===== src/srt_pkg.sv =====
// Functional notes
// - Reset output is driven low while the supply or the adjustable sense input reports undervoltage.
// - After all supplies recover, reset stays low for the 210 ms timeout and then goes high.
// - A valid long press yields one low pulse of one reset timeout period, at least 140 ms.
// - In single-button mode the button must stay low for 6.72 s before a pulse; shorter presses are ignored.
// - In dual-button mode both buttons must stay low together for 6.72 s before a pulse.
// - In immediate mode a rising level on the second input starts a timeout pulse at once.
// - Only one pulse per long press; a button must go high and be held low again for another.
// - A new rising edge on the immediate input during the pulse restarts the full timeout.
// - A falling level on the immediate input is debounced for 210 ms and never causes a pulse.
package srt_pkg;
	localparam int unsigned CLK_HZ         = 125_000_000;
	localparam int unsigned TIMEOUT_MS     = 210;
	localparam int unsigned SETUP_MS       = 6720;
	localparam longint unsigned TIMEOUT_CYC =
		longint'(CLK_HZ) * TIMEOUT_MS / 1000;
	localparam longint unsigned SETUP_CYC =
		longint'(CLK_HZ) * SETUP_MS / 1000;
	localparam int unsigned CNT_W = 30;

	typedef enum logic [1:0] {
		SRT_MODE_SINGLE = 2'h0,
		SRT_MODE_DUAL   = 2'h1,
		SRT_MODE_IMMED  = 2'h2
	} srt_mode_e;

	typedef enum logic [1:0] {
		SRT_ST_UV    = 2'h0,
		SRT_ST_HOLD  = 2'h1,
		SRT_ST_RUN   = 2'h2,
		SRT_ST_PULSE = 2'h3
	} srt_state_e;

	typedef struct packed {
		logic supply_low;
		logic sense_low;
		logic button_n;
		logic second;
	} srt_in_s;
endpackage


===== src/srt_sync.sv =====
`timescale 1ns/1ps
`default_nettype none
module srt_sync (
	input  wire logic clk_i,
	input  wire logic rst_n_i,
	input  wire logic d_i,
	input  wire logic init_i,
	output logic      q_o
);
	logic [2:0] sh_r;
	logic [2:0] sh_nxt;
	logic       q_r;
	logic       q_nxt;

	// Stage one is only ever read by stage two.
	always_comb begin
		sh_nxt = {sh_r[1:0], d_i};
		q_nxt  = (sh_r[1] == sh_r[2]) ? sh_r[2] : q_r;
	end

	always_ff @(posedge clk_i) begin
		if (!rst_n_i) begin
			sh_r <= {3{init_i}};
			q_r  <= init_i;
		end else begin
			sh_r <= sh_nxt;
			q_r  <= q_nxt;
		end
	end

	// The reset level stands in for the pin until the chain has filled.
	assign q_o = q_r;
endmodule
`default_nettype wire


===== src/srt_core.sv =====
`timescale 1ns/1ps
`default_nettype none
module srt_core #(
	parameter srt_pkg::srt_mode_e MODE = srt_pkg::SRT_MODE_SINGLE,
	parameter longint unsigned TIMEOUT_CYC = srt_pkg::TIMEOUT_CYC,
	parameter longint unsigned SETUP_CYC   = srt_pkg::SETUP_CYC
) (
	input  wire logic            clk_i,
	input  wire logic            rst_n_i,
	input  wire srt_pkg::srt_in_s in_i,
	output logic                 reset_n_o
);
	localparam int W = srt_pkg::CNT_W;
	// Counters end one short of the count, since zero is their first cycle.
	localparam logic [W-1:0] TO_LAST = W'(TIMEOUT_CYC - 1);
	localparam logic [W-1:0] SU_LAST = W'(SETUP_CYC - 1);

	// All three timers share these helpers, so none can end a cycle
	// early through a compare written differently from the others.
	function automatic logic [W-1:0] cnt_inc(input logic [W-1:0] c);
		return c + W'(1);
	endfunction

	function automatic logic cnt_done(
		input logic [W-1:0] c,
		input logic [W-1:0] last
	);
		return c == last;
	endfunction

	////////////////////////////////////////////////////////////////////////
	logic supply_low;
	logic sense_low;
	logic button_n;
	logic second;

	// Supplies read as low until the chain has seen them good, so the
	// recovery timeout never starts from an unfilled synchroniser.
	srt_sync u_sup (
		.clk_i  (clk_i),
		.rst_n_i(rst_n_i),
		.d_i    (in_i.supply_low),
		.init_i (1'h1),
		.q_o    (supply_low)
	);

	srt_sync u_sen (
		.clk_i  (clk_i),
		.rst_n_i(rst_n_i),
		.d_i    (in_i.sense_low),
		.init_i (1'h1),
		.q_o    (sense_low)
	);

	// The button reads as pressed until seen released, so a button held
	// through power-up is never armed.
	srt_sync u_btn (
		.clk_i  (clk_i),
		.rst_n_i(rst_n_i),
		.d_i    (~in_i.button_n),
		.init_i (1'h1),
		.q_o    (button_n)
	);

	// Idle low suits the immediate input; a rise seen just after reset
	// only restarts the recovery timeout that is running anyway.
	srt_sync u_sec (
		.clk_i  (clk_i),
		.rst_n_i(rst_n_i),
		.d_i    (in_i.second),
		.init_i (1'h0),
		.q_o    (second)
	);

	////////////////////////////////////////////////////////////////////////
	// button_n carries the inverted pin, so high means pressed here.
	logic press;
	logic uv;
	always_comb begin
		uv = supply_low | sense_low;
		// In dual mode the second pin is a button, so low means pressed.
		case (MODE)
			srt_pkg::SRT_MODE_DUAL:  press = button_n & ~second;
			default:                 press = button_n;
		endcase
	end

	////////////////////////////////////////////////////////////////////////
	// Immediate input: rise acts at once, fall is debounced and ignored.
	logic          sec_lvl_r;
	logic          sec_lvl_nxt;
	logic [W-1:0]  db_r;
	logic [W-1:0]  db_nxt;
	logic          rise;
	always_comb begin
		sec_lvl_nxt = sec_lvl_r;
		db_nxt      = '0;
		rise        = 1'h0;
		if (MODE == srt_pkg::SRT_MODE_IMMED) begin
			if (second && !sec_lvl_r) begin
				rise        = 1'h1;
				sec_lvl_nxt = 1'h1;
			end else if (!second && sec_lvl_r) begin
				// A rise while this runs is no new event: the pin never settled.
				db_nxt = cnt_inc(db_r);
				if (cnt_done(db_r, TO_LAST)) begin
					sec_lvl_nxt = 1'h0;
					db_nxt      = '0;
				end
			end
		end
	end

	always_ff @(posedge clk_i) begin
		if (!rst_n_i) begin
			sec_lvl_r <= 1'h0;
			db_r      <= '0;
		end else begin
			sec_lvl_r <= sec_lvl_nxt;
			db_r      <= db_nxt;
		end
	end

	////////////////////////////////////////////////////////////////////////
	// Long-press timer; armed only after the press is released.
	logic         armed_r;
	logic         armed_nxt;
	logic [W-1:0] su_r;
	logic [W-1:0] su_nxt;
	logic         long_fire;
	always_comb begin
		armed_nxt = armed_r;
		su_nxt    = '0;
		long_fire = 1'h0;
		// Release re-arms; only a full fresh press may fire again.
		if (!press) begin
			armed_nxt = 1'h1;
		end else if (armed_r) begin
			su_nxt = cnt_inc(su_r);
			if (cnt_done(su_r, SU_LAST)) begin
				long_fire = 1'h1;
				armed_nxt = 1'h0;
				su_nxt    = '0;
			end
		end
	end

	always_ff @(posedge clk_i) begin
		if (!rst_n_i) begin
			// Not armed: a button already held at power-up needs release.
			armed_r <= 1'h0;
			su_r    <= '0;
		end else begin
			armed_r <= armed_nxt;
			su_r    <= su_nxt;
		end
	end

	////////////////////////////////////////////////////////////////////////
	srt_pkg::srt_state_e st_r;
	srt_pkg::srt_state_e st_nxt;
	logic [W-1:0]        to_r;
	logic [W-1:0]        to_nxt;
	logic                rst_out_r;
	logic                rst_out_nxt;
	always_comb begin
		st_nxt      = st_r;
		to_nxt      = to_r;
		// Reset stays low unless a branch below lets it go.
		rst_out_nxt = 1'h0;
		case (st_r)
			srt_pkg::SRT_ST_UV: begin
				to_nxt = '0;
				if (!uv)
					st_nxt = srt_pkg::SRT_ST_HOLD;
			end
			// Recovery hold and manual pulse share one timeout counter.
			srt_pkg::SRT_ST_HOLD, srt_pkg::SRT_ST_PULSE: begin
				to_nxt = cnt_inc(to_r);
				if (rise)
					to_nxt = '0;
				else if (cnt_done(to_r, TO_LAST)) begin
					to_nxt      = '0;
					st_nxt      = srt_pkg::SRT_ST_RUN;
					rst_out_nxt = 1'h1;
				end
			end
			srt_pkg::SRT_ST_RUN: begin
				// Long press and immediate rise share one pulse path.
				rst_out_nxt = 1'h1;
				if (long_fire || rise) begin
					st_nxt      = srt_pkg::SRT_ST_PULSE;
					rst_out_nxt = 1'h0;
				end
			end
			default: st_nxt = srt_pkg::SRT_ST_UV;
		endcase
		// Undervoltage overrides every state, a running pulse included.
		if (uv) begin
			st_nxt      = srt_pkg::SRT_ST_UV;
			to_nxt      = '0;
			rst_out_nxt = 1'h0;
		end
	end

	always_ff @(posedge clk_i) begin
		if (!rst_n_i) begin
			st_r      <= srt_pkg::SRT_ST_UV;
			to_r      <= '0;
			rst_out_r <= 1'h0;
		end else begin
			st_r      <= st_nxt;
			to_r      <= to_nxt;
			rst_out_r <= rst_out_nxt;
		end
	end

	// The pin comes straight from its register, so no decode glitch can
	// reach the processor.
	assign reset_n_o = rst_out_r;
endmodule
`default_nettype wire


===== config.mk =====
export PLATFORM = sky130hd
export DESIGN_NAME = srt_core
export DESIGN_NICKNAME = d
export VERILOG_FILES = /design/src/srt_pkg.sv /design/src/srt_sync.sv /design/src/srt_core.sv
export SDC_FILE = /design/constraint.sdc
export NUM_CORES = 1
export LEC_CHECK = 0
export BUFFER_PORTS_ARGS = -buffer_cell sky130_fd_sc_hd__buf_2
export CORE_MARGIN = 10
export CORE_UTILIZATION = 45
export DETAILED_ROUTE_END_ITERATION = 8
export GPL_TIMING_DRIVEN = 0
export SLEW_MARGIN = 25
export SYNTH_ARGS = -nofsm -noshare
export SYNTH_HDL_FRONTEND = slang
export SYNTH_SLANG_ARGS = --single-unit
export TNS_END_PERCENT = 10

===== constraint.sdc =====
create_clock -name clk_i -period 3.5 [get_ports clk_i]
set_clock_uncertainty 0.1 [all_clocks]
set_input_delay 0.525 -clock clk_i [delete_from_list [all_inputs] [get_ports clk_i]]
set_output_delay 0.525 -clock clk_i [all_outputs]
set_load 0.02 [all_outputs]

==> Word-level counts from Yosys, hierarchy flattened <==
Index checks and enable logic that the tools add are counted.
{ "totals": {"regBits": 76, "inputBits": 6, "out_inout_bits": 1, "elab_cells": 48} }
{ "op_classes": {"add_sub_neg": 2, "eq_ne": 10, "n_mux": 14, "bitwise": 5, "n_reduce_logical": 6} }
{ "op_table": {"columns": ["op", "count"], "rows": [
  ["adder 30 x 1 -> 30 bit (second input constant)", 2],
  ["case mux 30 bit (2 select lines)", 1],
  ["equality test 30 x 25 -> 1 bit (second input constant)", 1],
  ["equality test 30 bit (second input constant)", 1],
  ["two-way mux 30 bit", 1],
  ["two-way mux 1 bit", 8],
  ["case mux 2 bit (3 select lines)", 1],
  ["equality test 2 bit (second input constant)", 2],
  ["two-way mux 2 bit", 2],
  ["inequality test 2 bit (second input constant)", 2],
  ["NOT 1 bit", 4],
  ["OR reduction 2 bit", 2],
  ["OR reduction 4 bit", 1],
  ["equality test 1 bit", 3],
  ["equality test 2 x 1 -> 1 bit (second input constant)", 1],
  ["logical NOT 2 bit", 1],
  ["case mux 1 bit (2 select lines)", 1],
  ["AND reduction 2 bit", 1],
  ["nonzero test 2 bit", 1],
  ["bitwise OR 1 bit", 1]
]} }

==> Logic depth before layout (Yosys ltp) <==
Gate-level depths: netlist of the first run.
{ "depth": {"ltp_word": 6, "depth_mapped": 7, "ltp_nobuf": 6} }

==> Cells and area by module <==
A second synthesis of the first run with hierarchy kept.
{ "hier_totals": {"cells_unflattened": 413, "hier_area_um2": 3543.4} }
{ "by_module_without_submodules": {"columns": ["module", "instances", "cells_per_inst", "area_each_um2", "seq_area_each_um2"], "rows": [
  ["srt_core", 1, 368, 3104.2, 1281.2],
  ["srt_sync", 3, 15, 146.4, 90.1]
]} }

==> Worst setup path before layout of the first run <==
OpenSTA, ideal clock, no wires.
{ "synth_path": {"path_kind": "register to register", "startpoint": "register to_r[0]", "endpoint": "register to_r[28]", "setup_time_ps": 74, "arrival_ps": 2090, "t_required_ps": 3326, "slack_ps": 1236, "stages_incl_launch_ff": 8, "n_path_buf": 1, "synth_period_minus_slack_ps": 2264, "path_cell_list": "dfxtp_1 -> ha_1 -> inv_2 -> or4_1 -> buf_2 -> or4_4 -> o21ba_1 -> a31oi_1"} }
{ "synth_via": {"elab_chain_len": 3, "elab_cells_between_ends": 4, "cone_classes": "add/sub (1); eq/ne (1); mux (2)"} }
{ "synth_lines": {"columns": ["item", "line_no", "text"], "rows": [
  ["from (decl)", "srt_core.sv:162", "logic [W-1:0] to_r;"],
  ["from (signal assigned)", "srt_core.sv:213", "to_r <= to_nxt;"],
  ["adder 30 x 1 -> 30 bit or equality test 30 x 25 -> 1 bit (tied branches)", "srt_core.sv:21, srt_core.sv:28", null],
  ["two-way mux 30 bit (*)", "srt_core.sv:182", "else if (cnt_done(to_r, TO_LAST)) begin"],
  ["case mux 30 bit (2 select lines) (*)", "srt_core.sv:171", "case (st_r)"]
]} }
Every way passes the cells marked *; elsewhere a longest branch is shown, timed or not.
A chain may end at the register's enable or synchronous reset.

==> Worst setup path after layout of the first run <==
{ "layout_path": {"startpoint": "register to_r[0]", "endpoint": "register to_r[5]"} }
Same word-level chain as after synthesis.

==> PnR_summary.wiki, run 1 <==
{| class="wikitable"
! Metric !! Value
|-
| Outcome || completed
|-
| Pin count of the biggest net entering global routing || 15
|-
| Core area || approximately 0.0073 mm^2
|-
| Combined area of all synthesized cells || around 0.0034 mm^2
|-
| Commonest non-fill, non-tap cells in the layout || 76 x sky130_fd_sc_hd__dfxtp_1, 55 x sky130_fd_sc_hd__nor2_1, 34 x sky130_fd_sc_hd__nand2_1
|-
| Largest driver fanout on the critical path || 10
|-
| Period minus WS final || between 2 and 3 ns
|-
| Net count after synthesis || slightly above 400
|-
| Avg Synthesized Cell Area || around 8.5 um^2
|-
| Port Buffers || 5
|-
| Final hold vios || 0
|-
| Final routed wirelength across all metal layers || a little over 7000 um
|-
| Number of inserted filler cells in the final layout || approximately 710
|-
| Total iterations of the first detailed-routing run || 5
|-
| Via density per instance || about 5.5
|-
| Hpwl dp || 4960 um
|-
| Count of final setup violators || 0
|-
| #FFs+latches synth || 76
|-
| Final Max Tran Viols || 0
|-
| Die width || ~110 um
|-
| Post-synth top area share || 0.448
|-
| Synth warn || 0
|-
| Crit start category || register
|-
| Count of cell types in the netlist || 50
|-
| Post-cts gate resize count || 0
|-
| Number of top-level pins || 7
|-
| Async set or reset register ratio after synthesis || 0
|-
| Skew-Pair Late Insertion Delay || about 0.36 ns
|-
| Max VDD drop || 0.218 mV
|-
| Leakage Power || 0.00116 uW
|-
| Sequential fraction of the synthesis area || 0.448
|-
| Classification of the worst setup path || reg -> reg
|-
| Vias in the first global route || between 2000 and 3000
|-
| Number of antenna violations at the first check in global routing || 0
|-
| Via count || around 2900
|-
| Net count reported at finish || ~420
|-
| Cell types occupying the most area after synthesis || sky130_fd_sc_hd__dfxtp_1 45%, sky130_fd_sc_hd__xor2_1 6.5%, sky130_fd_sc_hd__nor2_1 6.1%
|-
| Global-route usage over all layers || 0.130
|-
| Worst-margin pin slew || between 0.8 and 0.9 ns
|-
| Initial Util || 0.466
|-
| Longest Clk Path Bufs || 2
|-
| Number of enable-type register cells in the synthesized netlist || 0
|-
| Antenna diode count || 0
|-
| Wire length of the first global-routing pass || about 12000 um
|-
| RSZ-0062 raised after global routing || false
|-
| Number of hold buffers added after cts || 0
|-
| Sum of overflow across all layers after global routing || 0
|-
| Cell count after synthesis || 400
|-
| Number of buffers inserted to repair setup after CTS || 0
|-
| WP data arrival || 2.92 ns
|-
| Fraction of final layout cells sized beyond drive strength 1 || 0.0855
|-
| Final ANT Viol Nets || 0
|-
| Type of the tightest min-delay check || in -> reg
|-
| Kind of end point of the critical path || register
|-
| Portion of the clock cycle consumed by the worst path in the final layout || 0.783
|-
| DRC violations left || 0
|-
| Weighted congestion at the end of routability-driven global placement || between 0.8 and 0.9
|-
| Clock transition at the registers of the reported paths || 0.08 ns
|-
| Power density over the cells || between 400 and 500 mW/mm^2
|-
| Number of standard-cell rows in the floorplan || 31
|-
| CTS H-tree depth || 3
|-
| Routed length per placed instance || between 10 and 15 um
|-
| Clock root buffer || sky130_fd_sc_hd__clkbuf_8
|-
| DIE AREA || 0.0114 mm^2
|-
| CTS tree || yes
|-
| Initial drt markers || 165
|-
| Summed negative setup slack over all endpoints || 0 ns
|-
| Max-cap violation count || 0
|-
| Top flip-flop cell by instance count after synthesis || sky130_fd_sc_hd__dfxtp_1
|-
| TritonCTS sink count || 76
|-
| Inserted Clock Buffers || 9
|-
| Headroom to the max-slew limit || 0.417
|-
| Required time at the worst-slack endpoint || about 3.7 ns
|-
| Die height || between 100 and 150 um
|-
| Highest clock frequency the design can meet || around 360 MHz
|-
| Area of placed instances || 0.00354 mm^2
|-
| Post-synthesis cell type with the largest combined area || sky130_fd_sc_hd__dfxtp_1
|-
| Area growth from synthesis to final layout || 10.2%
|-
| Most common library cell in the layout ignoring fill and taps || sky130_fd_sc_hd__dfxtp_1
|-
| Area of all placed cells without fillers || roughly 0.0037 mm^2
|}
## metal layers
layer  vias to the layer above  track usage  share of wire
li1                       1460            -              -
met5                         -            0              0
met3                        13       0.0353          0.055
met4                         0       0.0600          0.018
met1                      1339        0.173           0.49
met2                        59        0.190           0.44
## power breakdown
group / internal, uW / switching (uW) / total (uW)
registers: 868 / 1.74 / 870
clock network: 336 / 344 / 679
logic: 4.20 / 4.23 / 8.43
## synthesized netlist by cell type, types with 8 or more instances
cell type and instances:
sky130_fd_sc_hd__a21oi_1 21, sky130_fd_sc_hd__a31oi_1 11, sky130_fd_sc_hd__and3_1 8, sky130_fd_sc_hd__clkbuf_1 11
sky130_fd_sc_hd__dfxtp_1 76, sky130_fd_sc_hd__nand2_1 34, sky130_fd_sc_hd__nand2b_1 11, sky130_fd_sc_hd__nand3_1 21
sky130_fd_sc_hd__nand4_1 21, sky130_fd_sc_hd__nor2_1 55, sky130_fd_sc_hd__nor3_1 11, sky130_fd_sc_hd__o21ai_0 15
sky130_fd_sc_hd__xnor2_1 9, sky130_fd_sc_hd__xor2_1 25
## per-stage QoR
step                      total power [uW]  hold slack [ns]  worst slack, ns  std cells   util
after floorplan                        894            0.286             1.24        400      -
after global placement                 899            0.297            0.840        504  0.486
after detailed placement               899            0.301            0.834        504  0.486
after CTS                             1580            0.215            0.785        520  0.513
after global routing                  1620            0.225            0.554        520  0.513
final                                 1560            0.229            0.759        520  0.513
## cells by family (layout without fill, tap and decap cells)
kind of cell               count (synthesis)  in the layout  synth area share
xor gates and xnor gates                  34             34            0.0877
DFF                                       76             76             0.448
buffers and inverters                     20             41            0.0225
muxes                                      1              1           0.00295
AOI/OAI and AO/OA                         61             61             0.108
adders and majority gates                  2              2           0.00737
and+or+nand+nor                          206            206             0.323
## state kept, by name (all words and copies together) (netlist names), 2 cells and up
| name | cells |
|---|---|
| su_r | 30 |
| st_r | 2 |
| u_btn.sh_r | 3 |
| to_r | 30 |
| u_sup.sh_r | 3 |
| u_sen.sh_r | 3 |
## critical path, stage by stage, from the launching register on
cell,delay (ns)
sky130_fd_sc_hd__dfxtp_1,0.36
sky130_fd_sc_hd__ha_1,0.29
sky130_fd_sc_hd__and3_2,0.26
sky130_fd_sc_hd__and4_1,0.25
sky130_fd_sc_hd__a211oi_2,0.59
sky130_fd_sc_hd__clkbuf_1,0.46
sky130_fd_sc_hd__o21ai_0,0.16
sky130_fd_sc_hd__a31oi_1,0.18
## area by class of cell
type                       count  area, um^2  area share
sequential                    76        1520       0.407
tap                           99         124      0.0331
clock buffer                  10         128      0.0341
clock inverter                 6        71.3      0.0191
inverter                       8        30.0     0.00802
buffer                        12        46.3      0.0124
timing repair buffer           5        25.0     0.00669
multi-input combinational    304        1800       0.480
## worst paths after layout
kind | start | endpoint | slack (ns) | cells past startpoint
setup / recovery | to_r[0]$_SDFFE_PP0P_ | to_r[5]$_SDFFE_PP0P_ | 0.76 | 7
hold / removal | in_i[1] | u_btn.sh_r[0]$_SDFF_PN1_ | 0.23 | 2
setup reg to reg | to_r[0]$_SDFFE_PP0P_ | to_r[5]$_SDFFE_PP0P_ | 0.76 | 7
hold reg to reg | u_sup.sh_r[0]$_SDFF_PN1_ | u_sup.sh_r[1]$_SDFF_PN1_ | 0.32 | 1
Note: power is estimated with default switching activity, not from simulation.
==> run 2: changes to the inputs <==
==> constraint.sdc (replaced) <==
create_clock -name clk_i -period 2.6 [get_ports clk_i]
set_clock_uncertainty 0.1 [all_clocks]
set_input_delay 0.39 -clock clk_i [delete_from_list [all_inputs] [get_ports clk_i]]
set_output_delay 0.39 -clock clk_i [all_outputs]
set_load 0.02 [all_outputs]
==> PnR_summary.wiki, run 2 (same netlist as run 1, synthesis figures left out) <==
{| class="wikitable"
! Metric !! Value
|-
| Number of inserted filler cells in the final layout || 714 (unchanged)
|-
| Routed length per placed instance || 13.9 um (was 13.8 um)
|-
| DIE AREA || 0.0114 mm^2 (unchanged)
|-
| Cell count of the worst reg-to-reg path || 7 (unchanged)
|-
| Count of final setup violators || 0 (unchanged)
|-
| Crit start category || register (unchanged)
|-
| Global-route usage over all layers || 0.129 (was 0.130)
|-
| Crit-path cells || ha_1, and3_2, and4_1, a211oi_4, clkbuf_2, o21ai_0, a31oi_1 (was ha_1, and3_2, and4_1, a211oi_2, clkbuf_1, o21ai_0, a31oi_1)
|-
| Endpoint of the worst-slack reg-to-reg timing path || to_r[5]$_SDFFE_PP0P_ (unchanged)
|-
| Headroom to the max-slew limit || 0.439 (was 0.417)
|-
| Vias in the first global route || 2507 (was 2508)
|-
| Via density per instance || 5.51 (was 5.52)
|-
| Number of top-level pins || 7 (unchanged)
|-
| TritonCTS sink count || 76 (unchanged)
|-
| Portion of the clock cycle consumed by the worst path in the final layout || 0.952 (was 0.783)
|-
| Summed negative setup slack over all endpoints || 0 ns (unchanged)
|-
| Power density over the cells || 558 mW/mm^2 (was 416 mW/mm^2)
|-
| Post-layout util || 0.516 (was 0.513)
|-
| Highest clock frequency the design can meet || 404 MHz (was 365 MHz)
|-
| Cell at the slowest stage of the critical path || sky130_fd_sc_hd__a211oi_4 (was sky130_fd_sc_hd__a211oi_2)
|-
| RSZ-0062 raised after global routing || false (unchanged)
|-
| Sum of overflow across all layers after global routing || 0 (unchanged)
|-
| Max VDD drop || 0.295 mV (was 0.218 mV)
|-
| Highest cell delay on the worst timing path || 0.47 ns (was 0.59 ns)
|-
| CTS tree || yes (unchanged)
|-
| Most common library cell in the layout ignoring fill and taps || sky130_fd_sc_hd__dfxtp_1 (unchanged)
|-
| Kind of end point of the critical path || register (unchanged)
|-
| Final routed wirelength across all metal layers || 7200 um (was 7190 um)
|-
| Via count || 2866 (was 2871)
|-
| Skew-Pair Late Insertion Delay || 0.36 ns (about the same)
|-
| Clock root buffer || sky130_fd_sc_hd__clkbuf_8 (unchanged)
|-
| Number of standard-cell rows in the floorplan || 31 (unchanged)
|-
| Die width || 107 um (unchanged)
|-
| Die height || 107 um (unchanged)
|-
| Final Max Tran Viols || 0 (unchanged)
|-
| Initial Util || 0.466 (unchanged)
|-
| Inserted Clock Buffers || 9 (unchanged)
|-
| DRC violations left || 0 (unchanged)
|-
| Flop2flop setup slack || 0.12 ns (was 0.76 ns)
|-
| Period minus WS final || 2.48 ns (was 2.74 ns)
|-
| Pin count of the biggest net entering global routing || 15 (unchanged)
|-
| Number of buffers inserted to repair setup after CTS || 0 (unchanged)
|-
| Number of buffers and inverters on the critical path || 1 (unchanged)
|-
| Area growth from synthesis to final layout || 10.9% (was 10.2%)
|-
| Worst hold endpoint || u_btn.sh_r[0]$_SDFF_PN1_ (unchanged)
|-
| Wire length of the first global-routing pass || 12100 um (about the same)
|-
| Area of all sequential standard cells || 0.00152 mm^2 (unchanged)
|-
| Initial drt markers || 178 (was 165)
|-
| Longest Clk Path Bufs || 2 (unchanged)
|-
| Final ANT Viol Nets || 0 (unchanged)
|-
| Required time at the worst-slack endpoint || 2.78 ns (was 3.68 ns)
|-
| Clock transition at the registers of the reported paths || 0.08 ns (about the same)
|-
| Area occupied by multi-input gates || 0.00182 mm^2 (was 0.00180 mm^2)
|-
| Fraction of final layout cells sized beyond drive strength 1 || 0.0950 (was 0.0855)
|-
| Antenna diode count || 0 (unchanged)
|-
| CTS H-tree depth || 3 (unchanged)
|-
| Worst-margin pin slew || 0.838 ns (was 0.867 ns)
|-
| Total iterations of the first detailed-routing run || 5 (unchanged)
|-
| Port Buffers || 5 (unchanged)
|-
| Largest driver fanout on the critical path || 10 (unchanged)
|-
| Net count reported at finish || 424 (unchanged)
|-
| Core area || 0.00729 mm^2 (unchanged)
|-
| Type of the tightest min-delay check || in -> reg (unchanged)
|-
| Classification of the worst setup path || reg -> reg (unchanged)
|-
| Number of antenna violations at the first check in global routing || 0 (unchanged)
|-
| Worst hold path cell count || 2 (unchanged)
|-
| Reg2reg start || to_r[0]$_SDFFE_PP0P_ (unchanged)
|-
| Leakage Power || 0.00119 uW (was 0.00116 uW)
|-
| Max-cap violation count || 0 (unchanged)
|-
| Start point of the critical path || to_r[0]$_SDFFE_PP0P_ (unchanged)
|-
| Kind of cell with the highest combined delay on the critical path || compound AO/OA/AOI/OAI gates (unchanged)
|-
| WP data arrival || 2.65 ns (was 2.92 ns)
|-
| Outcome || completed (unchanged)
|-
| Hpwl dp || 4960 um (unchanged)
|-
| Weighted congestion at the end of routability-driven global placement || 0.838 (unchanged)
|-
| Source of the worst hold timing path || in_i[1] (unchanged)
|-
| Commonest non-fill, non-tap cells in the layout || 76 x sky130_fd_sc_hd__dfxtp_1, 54 x sky130_fd_sc_hd__nor2_1, 34 x sky130_fd_sc_hd__nand2_1 (was 76 x sky130_fd_sc_hd__dfxtp_1, 55 x sky130_fd_sc_hd__nor2_1, 34 x sky130_fd_sc_hd__nand2_1)
|-
| Final hold vios || 0 (unchanged)
|-
| Top Registers || su_r: 30 flops, to_r: 30 flops (unchanged)
|}
## run 2: worst max path at each step
stage / to / depth (start not counted)
finish: to_r[5]$_SDFFE_PP0P_ / 7
global route: to_r[5]$_SDFFE_PP0P_ / 7
CTS: to_r[5]$_SDFFE_PP0P_ / 7
detailed placement: to_r[5]$_SDFFE_PP0P_ / 7
global placement: to_r[29]$_SDFFE_PP0P_ / 7
floorplan: to_r[28]$_SDFFE_PP0P_ / 7
## run 2: repair_timing
item / 4_1_cts / 5_1_grt
hold buffers: 0 / 0
gates resized for setup: 1 / 8
endpoints found under the setup margin: 12 / 29
pin swaps: 0 / 1
## run 2: layout make-up
cell class | instances | area share
well taps | 99 | 0.0329
flip-flops and latches | 76 | 0.404
inverters | 8 | 0.00798
repair buffers | 5 | 0.00665
clock buffers | 10 | 0.0339
multi-input cells | 304 | 0.482
clock inverters | 6 | 0.0189
plain buffers | 12 | 0.0133
## run 2: per-layer routing
metal	GRT usage	share of wire
met3	0.0353	0.056
met5	0	0
met2	0.189	0.43
met4	0.0600	0.016
met1	0.173	0.50
## run 2: metrics by stage
stage,worst slack [ns],total power (uW),cell area [um^2],hold slack [ns],instances
floorplan,0.336,1200,3390,0.286,400
global placement,-0.0605,1210,3540,0.297,504
detailed placement,-0.0656,1210,3540,0.301,504
CTS,0.00397,2130,3750,0.0802,520
global route,0.000640,2180,3760,0.0871,520
finish,0.125,2100,3760,0.0918,520
## run 2: power breakdown
group	leakage [uW]	internal (uW)	total (uW)	switching [uW]
logic	0.000478	5.66	11.4	5.69
clock network	0.0000935	452	918	467
registers	0.000614	1170	1170	2.34
total	0.00119	1630	2100	475
==> run 3: changes to the inputs <==
--- a/config.mk
+++ b/config.mk
@@ -10,6 +10,7 @@
 export CORE_UTILIZATION = 45
 export DETAILED_ROUTE_END_ITERATION = 8
 export GPL_TIMING_DRIVEN = 0
+export PLACE_DENSITY_LB_ADDON = 0.25
 export SLEW_MARGIN = 25
 export SYNTH_ARGS = -nofsm -noshare
 export SYNTH_HDL_FRONTEND = slang
==> PnR_summary.wiki, run 3 (same netlist as run 1, synthesis figures left out) <==
{| class="wikitable"
! Metric !! Value
|-
| Leakage Power || 0.00119 uW (about the same)
|-
| Max VDD drop || 0.579 mV (was 0.295 mV)
|-
| Worst-margin pin slew || 0.801 ns (was 0.838 ns)
|-
| Via density per instance || 5.49 (was 5.51)
|-
| Hpwl dp || 4900 um (was 4960 um)
|-
| Number of antenna violations at the first check in global routing || 0 (unchanged)
|-
| Max-cap violation count || 0 (unchanged)
|-
| Final ANT Viol Nets || 0 (unchanged)
|-
| Top Registers || su_r: 30 flops, to_r: 30 flops (unchanged)
|-
| RSZ-0062 raised after global routing || true (was false)
|-
| Wire length of the first global-routing pass || 12400 um (was 12100 um)
|-
| Sum of overflow across all layers after global routing || 0 (unchanged)
|-
| Crit start category || register (unchanged)
|-
| CTS tree || yes (unchanged)
|-
| DRC violations left || 0 (unchanged)
|-
| DIE AREA || 0.0114 mm^2 (unchanged)
|-
| Most common library cell in the layout ignoring fill and taps || sky130_fd_sc_hd__dfxtp_1 (unchanged)
|-
| Port Buffers || 5 (unchanged)
|-
| Reg power frac || 0.511 (was 0.557)
|-
| Count of final setup violators || 0 (unchanged)
|-
| Kind of end point of the critical path || register (unchanged)
|-
| Number of standard-cell rows in the floorplan || 31 (unchanged)
|-
| Outcome || completed (unchanged)
|-
| TritonCTS sink count || 76 (unchanged)
|-
| Highest clock frequency the design can meet || 402 MHz (was 404 MHz)
|-
| Core area || 0.00729 mm^2 (unchanged)
|-
| Clock transition at the registers of the reported paths || 0.09 ns (was 0.08 ns)
|-
| Internal power contribution || 1820 uW (was 1630 uW)
|-
| Skew-Pair Late Insertion Delay || 0.35 ns (was 0.36 ns)
|-
| Die width || 107 um (unchanged)
|-
| Initial Util || 0.466 (unchanged)
|-
| Routed length per placed instance || 13.6 um (was 13.9 um)
|-
| Switching power || 474 uW (was 475 uW)
|-
| Global-route usage over all layers || 0.129 (about the same)
|-
| Fraction of power spent switching nets || 0.207 (was 0.226)
|-
| Area growth from synthesis to final layout || 12.1% (was 10.9%)
|-
| Clock root buffer || sky130_fd_sc_hd__clkbuf_8 (unchanged)
|-
| Period minus WS final || 2.49 ns (was 2.48 ns)
|-
| Fraction of final layout cells sized beyond drive strength 1 || 0.0950 (unchanged)
|-
| Number of placed instances, taps included || 504 (unchanged)
|-
| Final cell count without fillers || 520 (unchanged)
|-
| Number of top-level pins || 7 (unchanged)
|-
| Die height || 107 um (unchanged)
|-
| Initial drt markers || 184 (was 178)
|-
| Classification of the worst setup path || reg -> reg (unchanged)
|-
| Weighted congestion at the end of routability-driven global placement || 0.825 (was 0.838)
|-
| Final routed wirelength across all metal layers || 7060 um (was 7200 um)
|-
| Antenna diode count || 0 (unchanged)
|-
| Commonest non-fill, non-tap cells in the layout || 76 x sky130_fd_sc_hd__dfxtp_1, 54 x sky130_fd_sc_hd__nor2_1, 34 x sky130_fd_sc_hd__nand2_1 (unchanged)
|-
| Headroom to the max-slew limit || 0.464 (was 0.439)
|-
| Required time at the worst-slack endpoint || 2.78 ns (about the same)
|-
| Type of the tightest min-delay check || in -> reg (unchanged)
|-
| Inserted Clock Buffers || 9 (unchanged)
|-
| WP data arrival || 2.67 ns (was 2.65 ns)
|-
| Flop2flop setup slack || 0.11 ns (was 0.12 ns)
|-
| Share of total power in the clock network || 0.484 (was 0.437)
|-
| Via count || 2853 (was 2866)
|-
| Number of buffers inserted to repair setup after CTS || 0 (unchanged)
|-
| Power density over the cells || 603 mW/mm^2 (was 558 mW/mm^2)
|-
| Pin count of the biggest net entering global routing || 15 (unchanged)
|-
| Total iterations of the first detailed-routing run || 6 (was 5)
|-
| Number of hold buffers added after cts || 0 (unchanged)
|-
| Final Max Tran Viols || 0 (unchanged)
|-
| Portion of the clock cycle consumed by the worst path in the final layout || 0.957 (was 0.952)
|-
| Summed negative setup slack over all endpoints || 0 ns (unchanged)
|-
| Final hold vios || 0 (unchanged)
|-
| Longest Clk Path Bufs || 2 (unchanged)
|-
| Net count reported at finish || 424 (unchanged)
|-
| Vias in the first global route || 2706 (was 2507)
|-
| CTS H-tree depth || 3 (unchanged)
|-
| Combinational fraction of design power || 0.005 (about the same)
|-
| Largest driver fanout on the critical path || 7 (was 10)
|}
-- run 3: cell type report --
class | instances | area (um^2)
fill | 742 | 3490
multi-input combinational | 304 | 1810
sequential | 76 | 1520
clock buffer | 9 | 124
clock inverter | 7 | 124
tap | 99 | 124
buffer | 12 | 48.8
inverter | 8 | 30.0
timing repair buffer | 5 | 25.0
-- run 3: per-layer routing --
metal	track usage	vias to the layer above	routed length [um]
met5	0	-	0
li1	-	1461	-
met4	0.0609	0	138
met1	0.171	1339	3570
met3	0.0251	16	260
met2	0.199	37	3090
-- run 3: path summary, 6_finish.rpt --
path              cells after the start                  endpoint                startpoint
hold reg to reg                       1  u_sup.sh_r[1]$_SDFF_PN1_  u_sup.sh_r[0]$_SDFF_PN1_
hold / removal                        2  u_btn.sh_r[0]$_SDFF_PN1_                   in_i[1]
setup / recovery                      7     to_r[28]$_SDFFE_PP0P_      to_r[0]$_SDFFE_PP0P_
setup reg to reg                      7     to_r[28]$_SDFFE_PP0P_      to_r[0]$_SDFFE_PP0P_
-- run 3: what timing repair did --
item | 4_1_cts | 5_1_grt
endpoints found under the setup margin | 7 | 16
hold endpoints to repair | 0 | 0
gates resized for setup | 1 | 5
-- run 3: stage by stage --
| step | area [um^2] | hold WS (ns) | setup slack (ns) | utilization | power [uW] |
|---|---|---|---|---|---|
| 6_report | 3800 | 0.103 | 0.112 | 0.522 | 2290 |
| 5_1_grt | 3800 | 0.104 | -0.0112 | 0.522 | 2350 |
| 4_1_cts | 3800 | 0.0916 | 0.0112 | 0.521 | 2310 |
| 3_5_place_dp | 3540 | 0.293 | -0.0355 | 0.486 | 1210 |
| 3_3_place_gp | 3540 | 0.294 | -0.0419 | 0.486 | 1210 |
| 2_1_floorplan | 3390 | 0.286 | 0.336 | - | 1200 |
-- run 3: power by group through the flow --
| stage | combinational [uW] | clock [uW] | sequential, uW |
|---|---|---|---|
| 2_1_floorplan | 6.02 | 0 | 1200 |
| 3_3_place_gp | 11.3 | 0 | 1200 |
| 3_5_place_dp | 11.8 | 0 | 1200 |
| 4_1_cts | 11.8 | 1120 | 1170 |
| 5_1_grt | 13.1 | 1170 | 1170 |
| 6_report | 11.4 | 1110 | 1170 |
-- run 3: worst max-delay path, stage by stage, from the launching register on --
cell	delay (ns)
sky130_fd_sc_hd__dfxtp_1	0.41
sky130_fd_sc_hd__ha_1	0.30
sky130_fd_sc_hd__inv_2	0.09
sky130_fd_sc_hd__or4_1	0.52
sky130_fd_sc_hd__buf_2	0.19
sky130_fd_sc_hd__or4_4	0.49
sky130_fd_sc_hd__o21ba_1	0.19
sky130_fd_sc_hd__a31oi_1	0.12
